<file path="config.mk">
export PLATFORM = sky130hd
export DESIGN_NAME = i2c_slave_register_port
export DESIGN_NICKNAME = d
export VERILOG_FILES = /design/src/include/i2c_port_pkg.sv /design/src/hw/i2c_slave_register_port.sv /design/src/hw/pin_sync.sv /design/src/hw/reg_bank.sv
export SDC_FILE = /design/constraint.sdc
export NUM_CORES = 1
export LEC_CHECK = 0
export BUFFER_PORTS_ARGS = -buffer_cell sky130_fd_sc_hd__buf_2
export CAP_MARGIN = 20
export CORE_MARGIN = 4
export CORE_UTILIZATION = 54
export CTS_CLUSTER_DIAMETER = 150
export DETAILED_ROUTE_END_ITERATION = 10
export PLACE_DENSITY = 0.85
export SLEW_MARGIN = 20
export SYNTH_ARGS = -nofsm -noshare
export SYNTH_HDL_FRONTEND = slang
export SYNTH_SLANG_ARGS = --single-unit
export TNS_END_PERCENT = 10
</file>
<file path="constraint.sdc">
create_clock -name ref_clk -period 5.5 [get_ports ref_clk]
set_input_delay 0.825 -clock ref_clk [delete_from_list [all_inputs] [get_ports ref_clk]]
set_output_delay 0.825 -clock ref_clk [all_outputs]
set_load 0.02 [all_outputs]
</file>
<file path="src/include/i2c_port_pkg.sv">
// shared constants, encodings and carriers of the two-wire register port
package i2c_port_pkg;

  // ----------------------------------------
  // bus identity and byte framing
  // ----------------------------------------
  localparam logic [6:0] SLAVE_ADDR = 7'h6B;
  localparam logic [4:0] HS_CODE_TOP = 5'h01;
  localparam logic [3:0] BYTE_BITS = 4'h8;
  localparam logic [3:0] TX_LAST_BIT = 4'h7;

  // ----------------------------------------
  // register space
  // ----------------------------------------
  localparam int REG_COUNT = 5;
  localparam int DATA_W = 8;
  localparam logic [7:0] RO_INDEX = 8'h00;
  localparam logic [7:0] UNMAPPED_VALUE = 8'hFF;
  localparam logic [31:0] CFG_RESET = 32'h0000_0000;
  localparam logic [7:0] PTR_STEP = 8'h01;

  // ----------------------------------------
  // protocol states and byte roles
  // ----------------------------------------
  typedef enum logic [4:0] {
    ST_IDLE = 5'b0_0001,
    ST_RECV = 5'b0_0010,
    ST_ACK  = 5'b0_0100,
    ST_SEND = 5'b0_1000,
    ST_RACK = 5'b1_0000
  } port_state_e;

  typedef enum logic [2:0] {
    ROLE_ADDR = 3'b001,
    ROLE_REG  = 3'b010,
    ROLE_DATA = 3'b100
  } byte_role_e;

  // ----------------------------------------
  // carriers
  // ----------------------------------------
  typedef struct packed {
    logic [7:0] cfg4;
    logic [7:0] cfg3;
    logic [7:0] cfg2;
    logic [7:0] cfg1;
  } cfg_s;

  typedef struct packed {
    logic strobe;
    logic [7:0] addr;
    logic [7:0] data;
  } reg_write_s;

endpackage : i2c_port_pkg

</file>
<file path="src/hw/i2c_slave_register_port.sv">
// two-wire slave port giving a bus master access to the register bank
`timescale 1ns/10ps
`default_nettype none

// Contract
// act only as slave; seven-bit addressing only, other formats ignored
// answer only to fixed address 1101011
// start is data falling while clock high; detected by the port
// stop is data rising while clock high; release bus, await start
// transmitter keeps data stable while clock is high
// matching address acknowledged over whole ninth clock high phase
// every byte is eight bits plus acknowledge from the receiver
// master ends an abandoned transfer with a stop
// read of an unimplemented register returns FFh
// master code 00001XXX not acknowledged but switches to high speed
// after repeated start the byte protocol is unchanged, faster clock
// stop while in high speed returns to standard and fast operation
// master uses repeated starts to stay in high speed
// single write is start, address, register byte, data byte
// every received byte of a write is acknowledged
// data committed at clock fall ending its acknowledge
// further writes need only register byte and data byte pairs
// first byte after start is address, next is register address
// five eight-bit registers, four writable, one read-only
// standard, fast and high-speed rates supported
// direction bit zero means write, one means read
// read: register byte, repeated start with read, nack, stop
module i2c_slave_register_port #(
  parameter logic [6:0] OWN_ADDR = i2c_port_pkg::SLAVE_ADDR
) (
  input wire logic ref_clk,
  input wire logic rst,
  input wire logic scl_in,
  input wire logic sda_in,
  output logic sda_out,
  output logic sda_oe_n,
  input wire logic [7:0] status_in,
  output i2c_port_pkg::cfg_s cfg,
  output i2c_port_pkg::reg_write_s reg_write,
  output logic hs_mode,
  output logic busy
);

  // ----------------------------------------
  // pin sampling
  // ----------------------------------------
  logic scl_s;
  logic sda_s;
  logic scl_d_reg;
  logic sda_d_reg;
  logic scl_rise;
  logic scl_fall;
  logic start_det;
  logic stop_det;

  pin_sync #(.W(1), .IDLE_LEVEL(1'b1)) u_scl_sync (
    .ref_clk(ref_clk),
    .rst(rst),
    .pin_in(scl_in),
    .sync_out(scl_s)
  );

  pin_sync #(.W(1), .IDLE_LEVEL(1'b1)) u_sda_sync (
    .ref_clk(ref_clk),
    .rst(rst),
    .pin_in(sda_in),
    .sync_out(sda_s)
  );

  always_ff @(posedge ref_clk or posedge rst) begin
    if (rst) begin
      scl_d_reg <= 1'b1;
      sda_d_reg <= 1'b1;
    end else begin
      scl_d_reg <= scl_s;
      sda_d_reg <= sda_s;
    end
  end

  // sampling at 100 MHz leaves about 29 samples per bit at 3.4 Mbps
  assign scl_rise = scl_s && !scl_d_reg;
  assign scl_fall = !scl_s && scl_d_reg;
  assign start_det = scl_s && scl_d_reg && sda_d_reg && !sda_s;
  assign stop_det = scl_s && scl_d_reg && !sda_d_reg && sda_s;

  // ----------------------------------------
  // protocol state
  // ----------------------------------------
  i2c_port_pkg::port_state_e state_reg;
  i2c_port_pkg::byte_role_e role_reg;
  logic [3:0] bit_cnt_reg;
  logic [7:0] shift_reg;
  logic [7:0] tx_reg;
  logic [7:0] ptr_reg;
  logic read_reg;
  logic nack_reg;
  logic hs_reg;
  logic drive_low;
  logic oe_n_reg;
  logic [7:0] rd_data;
  logic byte_done;
  logic addr_hit;
  logic hs_code;
  logic ack_end;
  logic commit;
  logic load_first;
  logic load_next;

  assign byte_done = (state_reg == i2c_port_pkg::ST_RECV) && scl_fall
                     && (bit_cnt_reg == i2c_port_pkg::BYTE_BITS);
  // the address compare uses the top seven bits only: no extended format
  assign addr_hit = (shift_reg[7:1] == OWN_ADDR);
  assign hs_code = (shift_reg[7:3] == i2c_port_pkg::HS_CODE_TOP);
  assign ack_end = (state_reg == i2c_port_pkg::ST_ACK) && scl_fall;
  assign commit = ack_end && (role_reg == i2c_port_pkg::ROLE_DATA);
  assign load_first = ack_end && read_reg
                      && (role_reg == i2c_port_pkg::ROLE_ADDR);
  assign load_next = (state_reg == i2c_port_pkg::ST_RACK) && scl_fall
                     && !nack_reg;

  // ----------------------------------------
  // transfer sequencer
  // ----------------------------------------
  always_ff @(posedge ref_clk or posedge rst) begin
    if (rst) begin
      state_reg <= i2c_port_pkg::ST_IDLE;
      role_reg <= i2c_port_pkg::ROLE_ADDR;
      bit_cnt_reg <= '0;
      read_reg <= 1'b0;
    end else if (stop_det) begin
      state_reg <= i2c_port_pkg::ST_IDLE;
      role_reg <= i2c_port_pkg::ROLE_ADDR;
      bit_cnt_reg <= '0;
      read_reg <= 1'b0;
    end else if (start_det) begin
      // a repeated start also lands here and restarts address framing
      state_reg <= i2c_port_pkg::ST_RECV;
      role_reg <= i2c_port_pkg::ROLE_ADDR;
      bit_cnt_reg <= '0;
      read_reg <= 1'b0;
    end else begin
      case (state_reg)
        i2c_port_pkg::ST_IDLE: begin
          bit_cnt_reg <= '0;
        end
        i2c_port_pkg::ST_RECV: begin
          if (scl_rise) begin
            bit_cnt_reg <= bit_cnt_reg + 4'h1;
          end
          if (byte_done) begin
            bit_cnt_reg <= '0;
            if (role_reg != i2c_port_pkg::ROLE_ADDR) begin
              state_reg <= i2c_port_pkg::ST_ACK;
            end else if (addr_hit) begin
              state_reg <= i2c_port_pkg::ST_ACK;
              read_reg <= shift_reg[0];
            end else begin
              // foreign address or master code: stay off the bus
              state_reg <= i2c_port_pkg::ST_IDLE;
            end
          end
        end
        i2c_port_pkg::ST_ACK: begin
          if (scl_fall) begin
            bit_cnt_reg <= '0;
            if (read_reg) begin
              state_reg <= i2c_port_pkg::ST_SEND;
            end else begin
              state_reg <= i2c_port_pkg::ST_RECV;
              case (role_reg)
                i2c_port_pkg::ROLE_ADDR: role_reg <= i2c_port_pkg::ROLE_REG;
                i2c_port_pkg::ROLE_REG: role_reg <= i2c_port_pkg::ROLE_DATA;
                i2c_port_pkg::ROLE_DATA: role_reg <= i2c_port_pkg::ROLE_REG;
                default: role_reg <= i2c_port_pkg::ROLE_ADDR;
              endcase
            end
          end
        end
        i2c_port_pkg::ST_SEND: begin
          if (scl_fall) begin
            if (bit_cnt_reg == i2c_port_pkg::TX_LAST_BIT) begin
              bit_cnt_reg <= '0;
              state_reg <= i2c_port_pkg::ST_RACK;
            end else begin
              bit_cnt_reg <= bit_cnt_reg + 4'h1;
            end
          end
        end
        i2c_port_pkg::ST_RACK: begin
          if (scl_fall) begin
            bit_cnt_reg <= '0;
            if (nack_reg) begin
              // master is done reading; only a stop or start moves us
              state_reg <= i2c_port_pkg::ST_IDLE;
            end else begin
              state_reg <= i2c_port_pkg::ST_SEND;
            end
          end
        end
        default: begin
          state_reg <= i2c_port_pkg::ST_IDLE;
          bit_cnt_reg <= '0;
        end
      endcase
    end
  end

  // ----------------------------------------
  // receive shifter
  // ----------------------------------------
  // sampled on the rising clock edge, where the master holds data stable
  always_ff @(posedge ref_clk or posedge rst) begin
    if (rst) begin
      shift_reg <= '0;
    end else if (state_reg == i2c_port_pkg::ST_RECV && scl_rise) begin
      shift_reg <= {shift_reg[6:0], sda_s};
    end
  end

  // ----------------------------------------
  // master acknowledge capture
  // ----------------------------------------
  always_ff @(posedge ref_clk or posedge rst) begin
    if (rst) begin
      nack_reg <= 1'b1;
    end else if (state_reg == i2c_port_pkg::ST_RACK && scl_rise) begin
      nack_reg <= sda_s;
    end
  end

  // ----------------------------------------
  // register pointer
  // ----------------------------------------
  // stepping on the master's ack rise gives the read port time to settle
  // before the next byte is loaded on the following fall
  always_ff @(posedge ref_clk or posedge rst) begin
    if (rst) begin
      ptr_reg <= '0;
    end else if (ack_end && role_reg == i2c_port_pkg::ROLE_REG) begin
      ptr_reg <= shift_reg;
    end else if (state_reg == i2c_port_pkg::ST_RACK && scl_rise && !sda_s) begin
      ptr_reg <= ptr_reg + i2c_port_pkg::PTR_STEP;
    end
  end

  // ----------------------------------------
  // transmit shifter
  // ----------------------------------------
  always_ff @(posedge ref_clk or posedge rst) begin
    if (rst) begin
      tx_reg <= i2c_port_pkg::UNMAPPED_VALUE;
    end else if (load_first || load_next) begin
      tx_reg <= rd_data;
    end else if (state_reg == i2c_port_pkg::ST_SEND && scl_fall) begin
      tx_reg <= {tx_reg[6:0], 1'b1};
    end
  end

  // ----------------------------------------
  // high-speed mode
  // ----------------------------------------
  always_ff @(posedge ref_clk or posedge rst) begin
    if (rst) begin
      hs_reg <= 1'b0;
    end else if (stop_det) begin
      hs_reg <= 1'b0;
    end else if (byte_done && role_reg == i2c_port_pkg::ROLE_ADDR && hs_code) begin
      hs_reg <= 1'b1;
    end
  end

  // ----------------------------------------
  // data pin drive
  // ----------------------------------------
  // open drain: the pin is only ever pulled low, never driven high
  always_comb begin
    drive_low = 1'b0;
    case (state_reg)
      i2c_port_pkg::ST_ACK: drive_low = 1'b1;
      i2c_port_pkg::ST_SEND: drive_low = !tx_reg[7];
      default: drive_low = 1'b0;
    endcase
  end

  // one cycle of register delay keeps the hold time after the clock fall
  always_ff @(posedge ref_clk or posedge rst) begin
    if (rst) begin
      oe_n_reg <= 1'b1;
    end else if (stop_det || start_det) begin
      oe_n_reg <= 1'b1;
    end else begin
      oe_n_reg <= !drive_low;
    end
  end

  assign sda_out = 1'b0;
  assign sda_oe_n = oe_n_reg;

  // ----------------------------------------
  // registered write strobe on the reg_write output
  // ----------------------------------------
  always_ff @(posedge ref_clk or posedge rst) begin
    if (rst) begin
      reg_write <= '0;
    end else begin
      reg_write.strobe <= commit;
      if (commit) begin
        reg_write.addr <= ptr_reg;
        reg_write.data <= shift_reg;
      end
    end
  end

  // ----------------------------------------
  // register bank
  // ----------------------------------------
  reg_bank #(
    .N(i2c_port_pkg::REG_COUNT),
    .W(i2c_port_pkg::DATA_W),
    .RESET_VAL(i2c_port_pkg::CFG_RESET)
  ) u_bank (
    .ref_clk(ref_clk),
    .rst(rst),
    .wr_en(commit),
    .wr_addr(ptr_reg),
    .wr_data(shift_reg),
    .rd_addr(ptr_reg),
    .ro_value(status_in),
    .rd_data(rd_data),
    .cfg_out(cfg)
  );

  // ----------------------------------------
  // status outputs
  // ----------------------------------------
  always_ff @(posedge ref_clk or posedge rst) begin
    if (rst) begin
      hs_mode <= 1'b0;
      busy <= 1'b0;
    end else begin
      hs_mode <= hs_reg;
      busy <= (state_reg != i2c_port_pkg::ST_IDLE);
    end
  end

endmodule : i2c_slave_register_port
`default_nettype wire

</file>
<file path="src/hw/pin_sync.sv">
// two flip-flop synchroniser for pin inputs
`timescale 1ns/10ps
`default_nettype none
module pin_sync #(
  parameter int W = 1,
  parameter logic [W-1:0] IDLE_LEVEL = '1
) (
  input wire logic ref_clk,
  input wire logic rst,
  input wire logic [W-1:0] pin_in,
  output logic [W-1:0] sync_out
);
  logic [W-1:0] meta_reg;

  // the bus idles high, so reset to the released level
  always_ff @(posedge ref_clk or posedge rst) begin
    if (rst) begin
      meta_reg <= IDLE_LEVEL;
      sync_out <= IDLE_LEVEL;
    end else begin
      meta_reg <= pin_in;
      sync_out <= meta_reg;
    end
  end
endmodule : pin_sync
`default_nettype wire

</file>
<file path="src/hw/reg_bank.sv">
// small register bank: one read-only slot, the rest writable
`timescale 1ns/10ps
`default_nettype none
module reg_bank #(
  parameter int N = i2c_port_pkg::REG_COUNT,
  parameter int W = i2c_port_pkg::DATA_W,
  parameter logic [(N-1)*W-1:0] RESET_VAL = i2c_port_pkg::CFG_RESET
) (
  input wire logic ref_clk,
  input wire logic rst,
  input wire logic wr_en,
  input wire logic [7:0] wr_addr,
  input wire logic [W-1:0] wr_data,
  input wire logic [7:0] rd_addr,
  input wire logic [W-1:0] ro_value,
  output logic [W-1:0] rd_data,
  output logic [(N-1)*W-1:0] cfg_out
);
  // ----------------------------------------
  // writable storage
  // ----------------------------------------
  always_ff @(posedge ref_clk or posedge rst) begin
    if (rst) begin
      cfg_out <= RESET_VAL;
    end else begin
      for (int i = 1; i < N; i++) begin
        if (wr_en && wr_addr == 8'(i)) begin
          cfg_out[(i-1)*W +: W] <= wr_data;
        end
      end
    end
  end

  // ----------------------------------------
  // registered read port
  // ----------------------------------------
  always_ff @(posedge ref_clk or posedge rst) begin
    if (rst) begin
      rd_data <= i2c_port_pkg::UNMAPPED_VALUE;
    end else if (rd_addr == i2c_port_pkg::RO_INDEX) begin
      rd_data <= ro_value;
    end else if (rd_addr < 8'(N)) begin
      rd_data <= cfg_out[(32'(rd_addr)-1)*W +: W];
    end else begin
      rd_data <= i2c_port_pkg::UNMAPPED_VALUE;
    end
  end
endmodule : reg_bank
`default_nettype wire

</file>
==> results by group <==
Run status
  • Status: finished, final reports clean

CTS
  • Hold Buf Count CTS: 0
  • CTS root buf: clkbuf_8
  • Clk sinks: 105
  • Num CTS Buffers: 9
  • Clk_lat worst skew: 0.36 ns
  • Number of post-CTS setup repair buffers: 0
  • TritonCTS clock tree: done
  • CTS Buffer Depth: 2
  • CTS clk-pin slew, worst paths: 0.10 ns
  • CTS resizes: 0
  • Number of H-tree levels: 3

Worst setup path
  • CP Class: reg -> reg
  • Data arrival, critical path: 2.82 ns
  • Setup crit start kind: register
  • Critical Path RT: 5.75 ns
  • R2r setup slk: 2.93 ns
  • Crit. End Element: register
  • CP max FO: 24

Finish
  • Top reg by flops: u_bank.cfg_out
  • Max reg flops: 32
  • Most common cell after layout, fill and taps aside: dfrtp_1
  • Fraction of layout cells with a size suffix above 1: 0.346
  • P&R area growth vs syn: 10.3%
  • # fillers: 659
  • Number of diodes: 0
  • Fin nets: 513
  • Biggest regs: u_bank.cfg_out x32, reg_write x17
  • Most frequent cells in the layout: dfrtp_1 (79), nand2_1 (66), buf_2 (63)
  • Design Area, Final: 5550 um^2

Global routing
  • Total grt overflow: 0
  • Initial antenna violation count: 0
  • Vias in the first global route: 3769
  • Pin count of the biggest net entering global routing: 56
  • First-pass GRT wire length: 18.9 mm
  • Total track usage: 0.211

Placement
  • GP Congestion: 0.865
  • Pre-CTS WS: 2.95 ns
  • I/O Buffers: 63
  • Placed inst area: 5350 um^2
  • Dpl hpwl: 7.80 mm

Route
  • Met3 wire len: 595 um
  • DR vias/cell: 5.99
  • Initial DRC Count: 223
  • Met1 Wirelength: 4.79 mm
  • Residual DRC: 0
  • Via count: 3643
  • First-pass DRT Iterations: 5
  • Max Used Layer: met4
  • WL met2: 5.44 mm
  • Wire per inst: 18.1 um
  • Antenna-violating nets left: 0
  • DRT Wirelength: 11.0 mm

STA
  • Max-slew headroom: 0.424
  • Pins Over Slew Limit: 0
  • Min cycle time layout: 2.57 ns
  • Max Clk Rate: 0.389 GHz
  • Final setup vio count: 0
  • Worst setup slack after layout: 2.93 ns
  • Worst-margin pin slew: 0.863 ns
  • Period utilization: 0.467
  • Fin Setup TNS: 0 ns
  • Final clock skew: 0.0146 ns
  • RSZ-0062 raised after global routing: false
  • Fin. Hold Viols: 0

Power
  • Sequential power share: 0.606
  • NetSw: 294 uW
  • Switch share: 0.226
  • Max VDD drop: 0.157 mV
  • Internal: 1.00 mW
  • Comb pwr share: 0.025
  • Clock network power share: 0.368
  • Pleak: 2.75 nW
  • P per Cell Area: 234 nW/um^2

Synthesis
  • Main flop type after synthesis: dfrtp_1
  • Mapped cell area: 5030 um^2
  • Yosys cell types: 62
  • Sequential fraction of the synthesis area: 0.529
  • Syn_area_per_cell: 11.2 um^2
  • Cells after Synth: 448
  • Mapped Nets: 466
  • Post-synth EDFFs: 0
  • Number of synthesized register bits: 105
  • Synthesis Warnings: 0
  • Post-synth ARST share: 1.00

Floorplan
  • Ports: 65
  • Initial Utilization: 0.565
  • Total die area: 10900 um^2
  • Die width: 104 um
  • Placement Rows: 34
  • Core area: 8890 um^2
  • Die Y: 104 um

Run
  • Max-Cap Viols: 0

Worst hold path
  • Worst hold path type: reg -> reg
==> final timing paths <==
path	startpoint	endpoint	cells after the start
min reg2reg	u_sda_sync.meta_reg	u_sda_sync.sync_out	0
max	state_reg[1]	u_bank.cfg_out[25]	4
max in group asynchronous	rst	shift_reg[1]	3
min	u_sda_sync.meta_reg	u_sda_sync.sync_out	0
max reg2reg	state_reg[1]	u_bank.cfg_out[25]	4
min in group asynchronous	rst	u_bank.cfg_out[24]	2
==> metal layers <==
metal	track usage	up-vias
met5	0	-
met4	0.0598	0
met3	0.0466	24
met2	0.350	115
met1	0.281	1846
li1	-	1658
==> cell type report <==
class,instances,area [um^2],share of cell area
flip-flops and latches,105,2660,0.480
repair buffers,64,323,0.0582
inverters,26,100,0.0181
well taps,108,135,0.0244
clock inverters,6,63.8,0.0115
multi-input cells,289,2140,0.385
clock buffers,10,128,0.0230
==> critical path: stages (launching register included) <==
cell     delay, ns
dfrtp_1       0.50
nor4_4        0.50
nand4_4       0.39
or3_1         0.70
mux2_4        0.37
==> cells in the mapped netlist, types with 4 or more instances <==
library cell   n  share of area
nand3_1        7         0.0070
mux2_4         8          0.024
a21oi_1       17          0.017
or3_1          4         0.0050
nand4b_1       5         0.0087
nand2_1       66          0.049
o221ai_1       7          0.012
clkbuf_1      18          0.013
ha_1           6          0.015
and3_1         5         0.0062
dfrtp_1       79           0.39
inv_1         26          0.019
dfstp_2       26           0.14
xor2_1         4         0.0070
mux4_2         8          0.036
buf_2          5         0.0050
mux2_2        38          0.085
nand3b_1       4         0.0060
nor2_1        27          0.020
o21ai_0       15          0.015
nor3_1         7         0.0070
==> logic make-up after synthesis <==
| group | share of synthesized area |
|---|---|
| AND/OR/NAND/NOR | 0.159 |
| flip-flops | 0.529 |
| AO/OA/AOI/OAI | 0.0909 |
| multiplexers | 0.147 |
| buffers and inverters | 0.0458 |
| XOR/XNOR | 0.0122 |
| adder cells (fa/ha/maj) | 0.0149 |
| other | 0.000746 |
==> power by group through the flow <==
stage                     sequential (mW)  clock (mW)  combinational (mW)
after floorplan                     0.798           0              0.0239
after global placement              0.800           0              0.0326
after detailed placement            0.800           0              0.0337
after CTS                           0.786       0.484              0.0340
after global routing                0.787       0.520              0.0381
final                               0.786       0.478              0.0327
==> through the flow <==
stage	instances	utilization	hold slack (ns)	power (mW)
2_1_floorplan	448	-	0.345	0.822
3_3_place_gp	592	0.602	0.348	0.832
3_5_place_dp	592	0.602	0.348	0.834
4_1_cts	608	0.624	0.362	1.30
5_1_grt	608	0.624	0.365	1.34
6_report	608	0.624	0.362	1.30
Note: power is estimated with default switching activity, not from simulation.
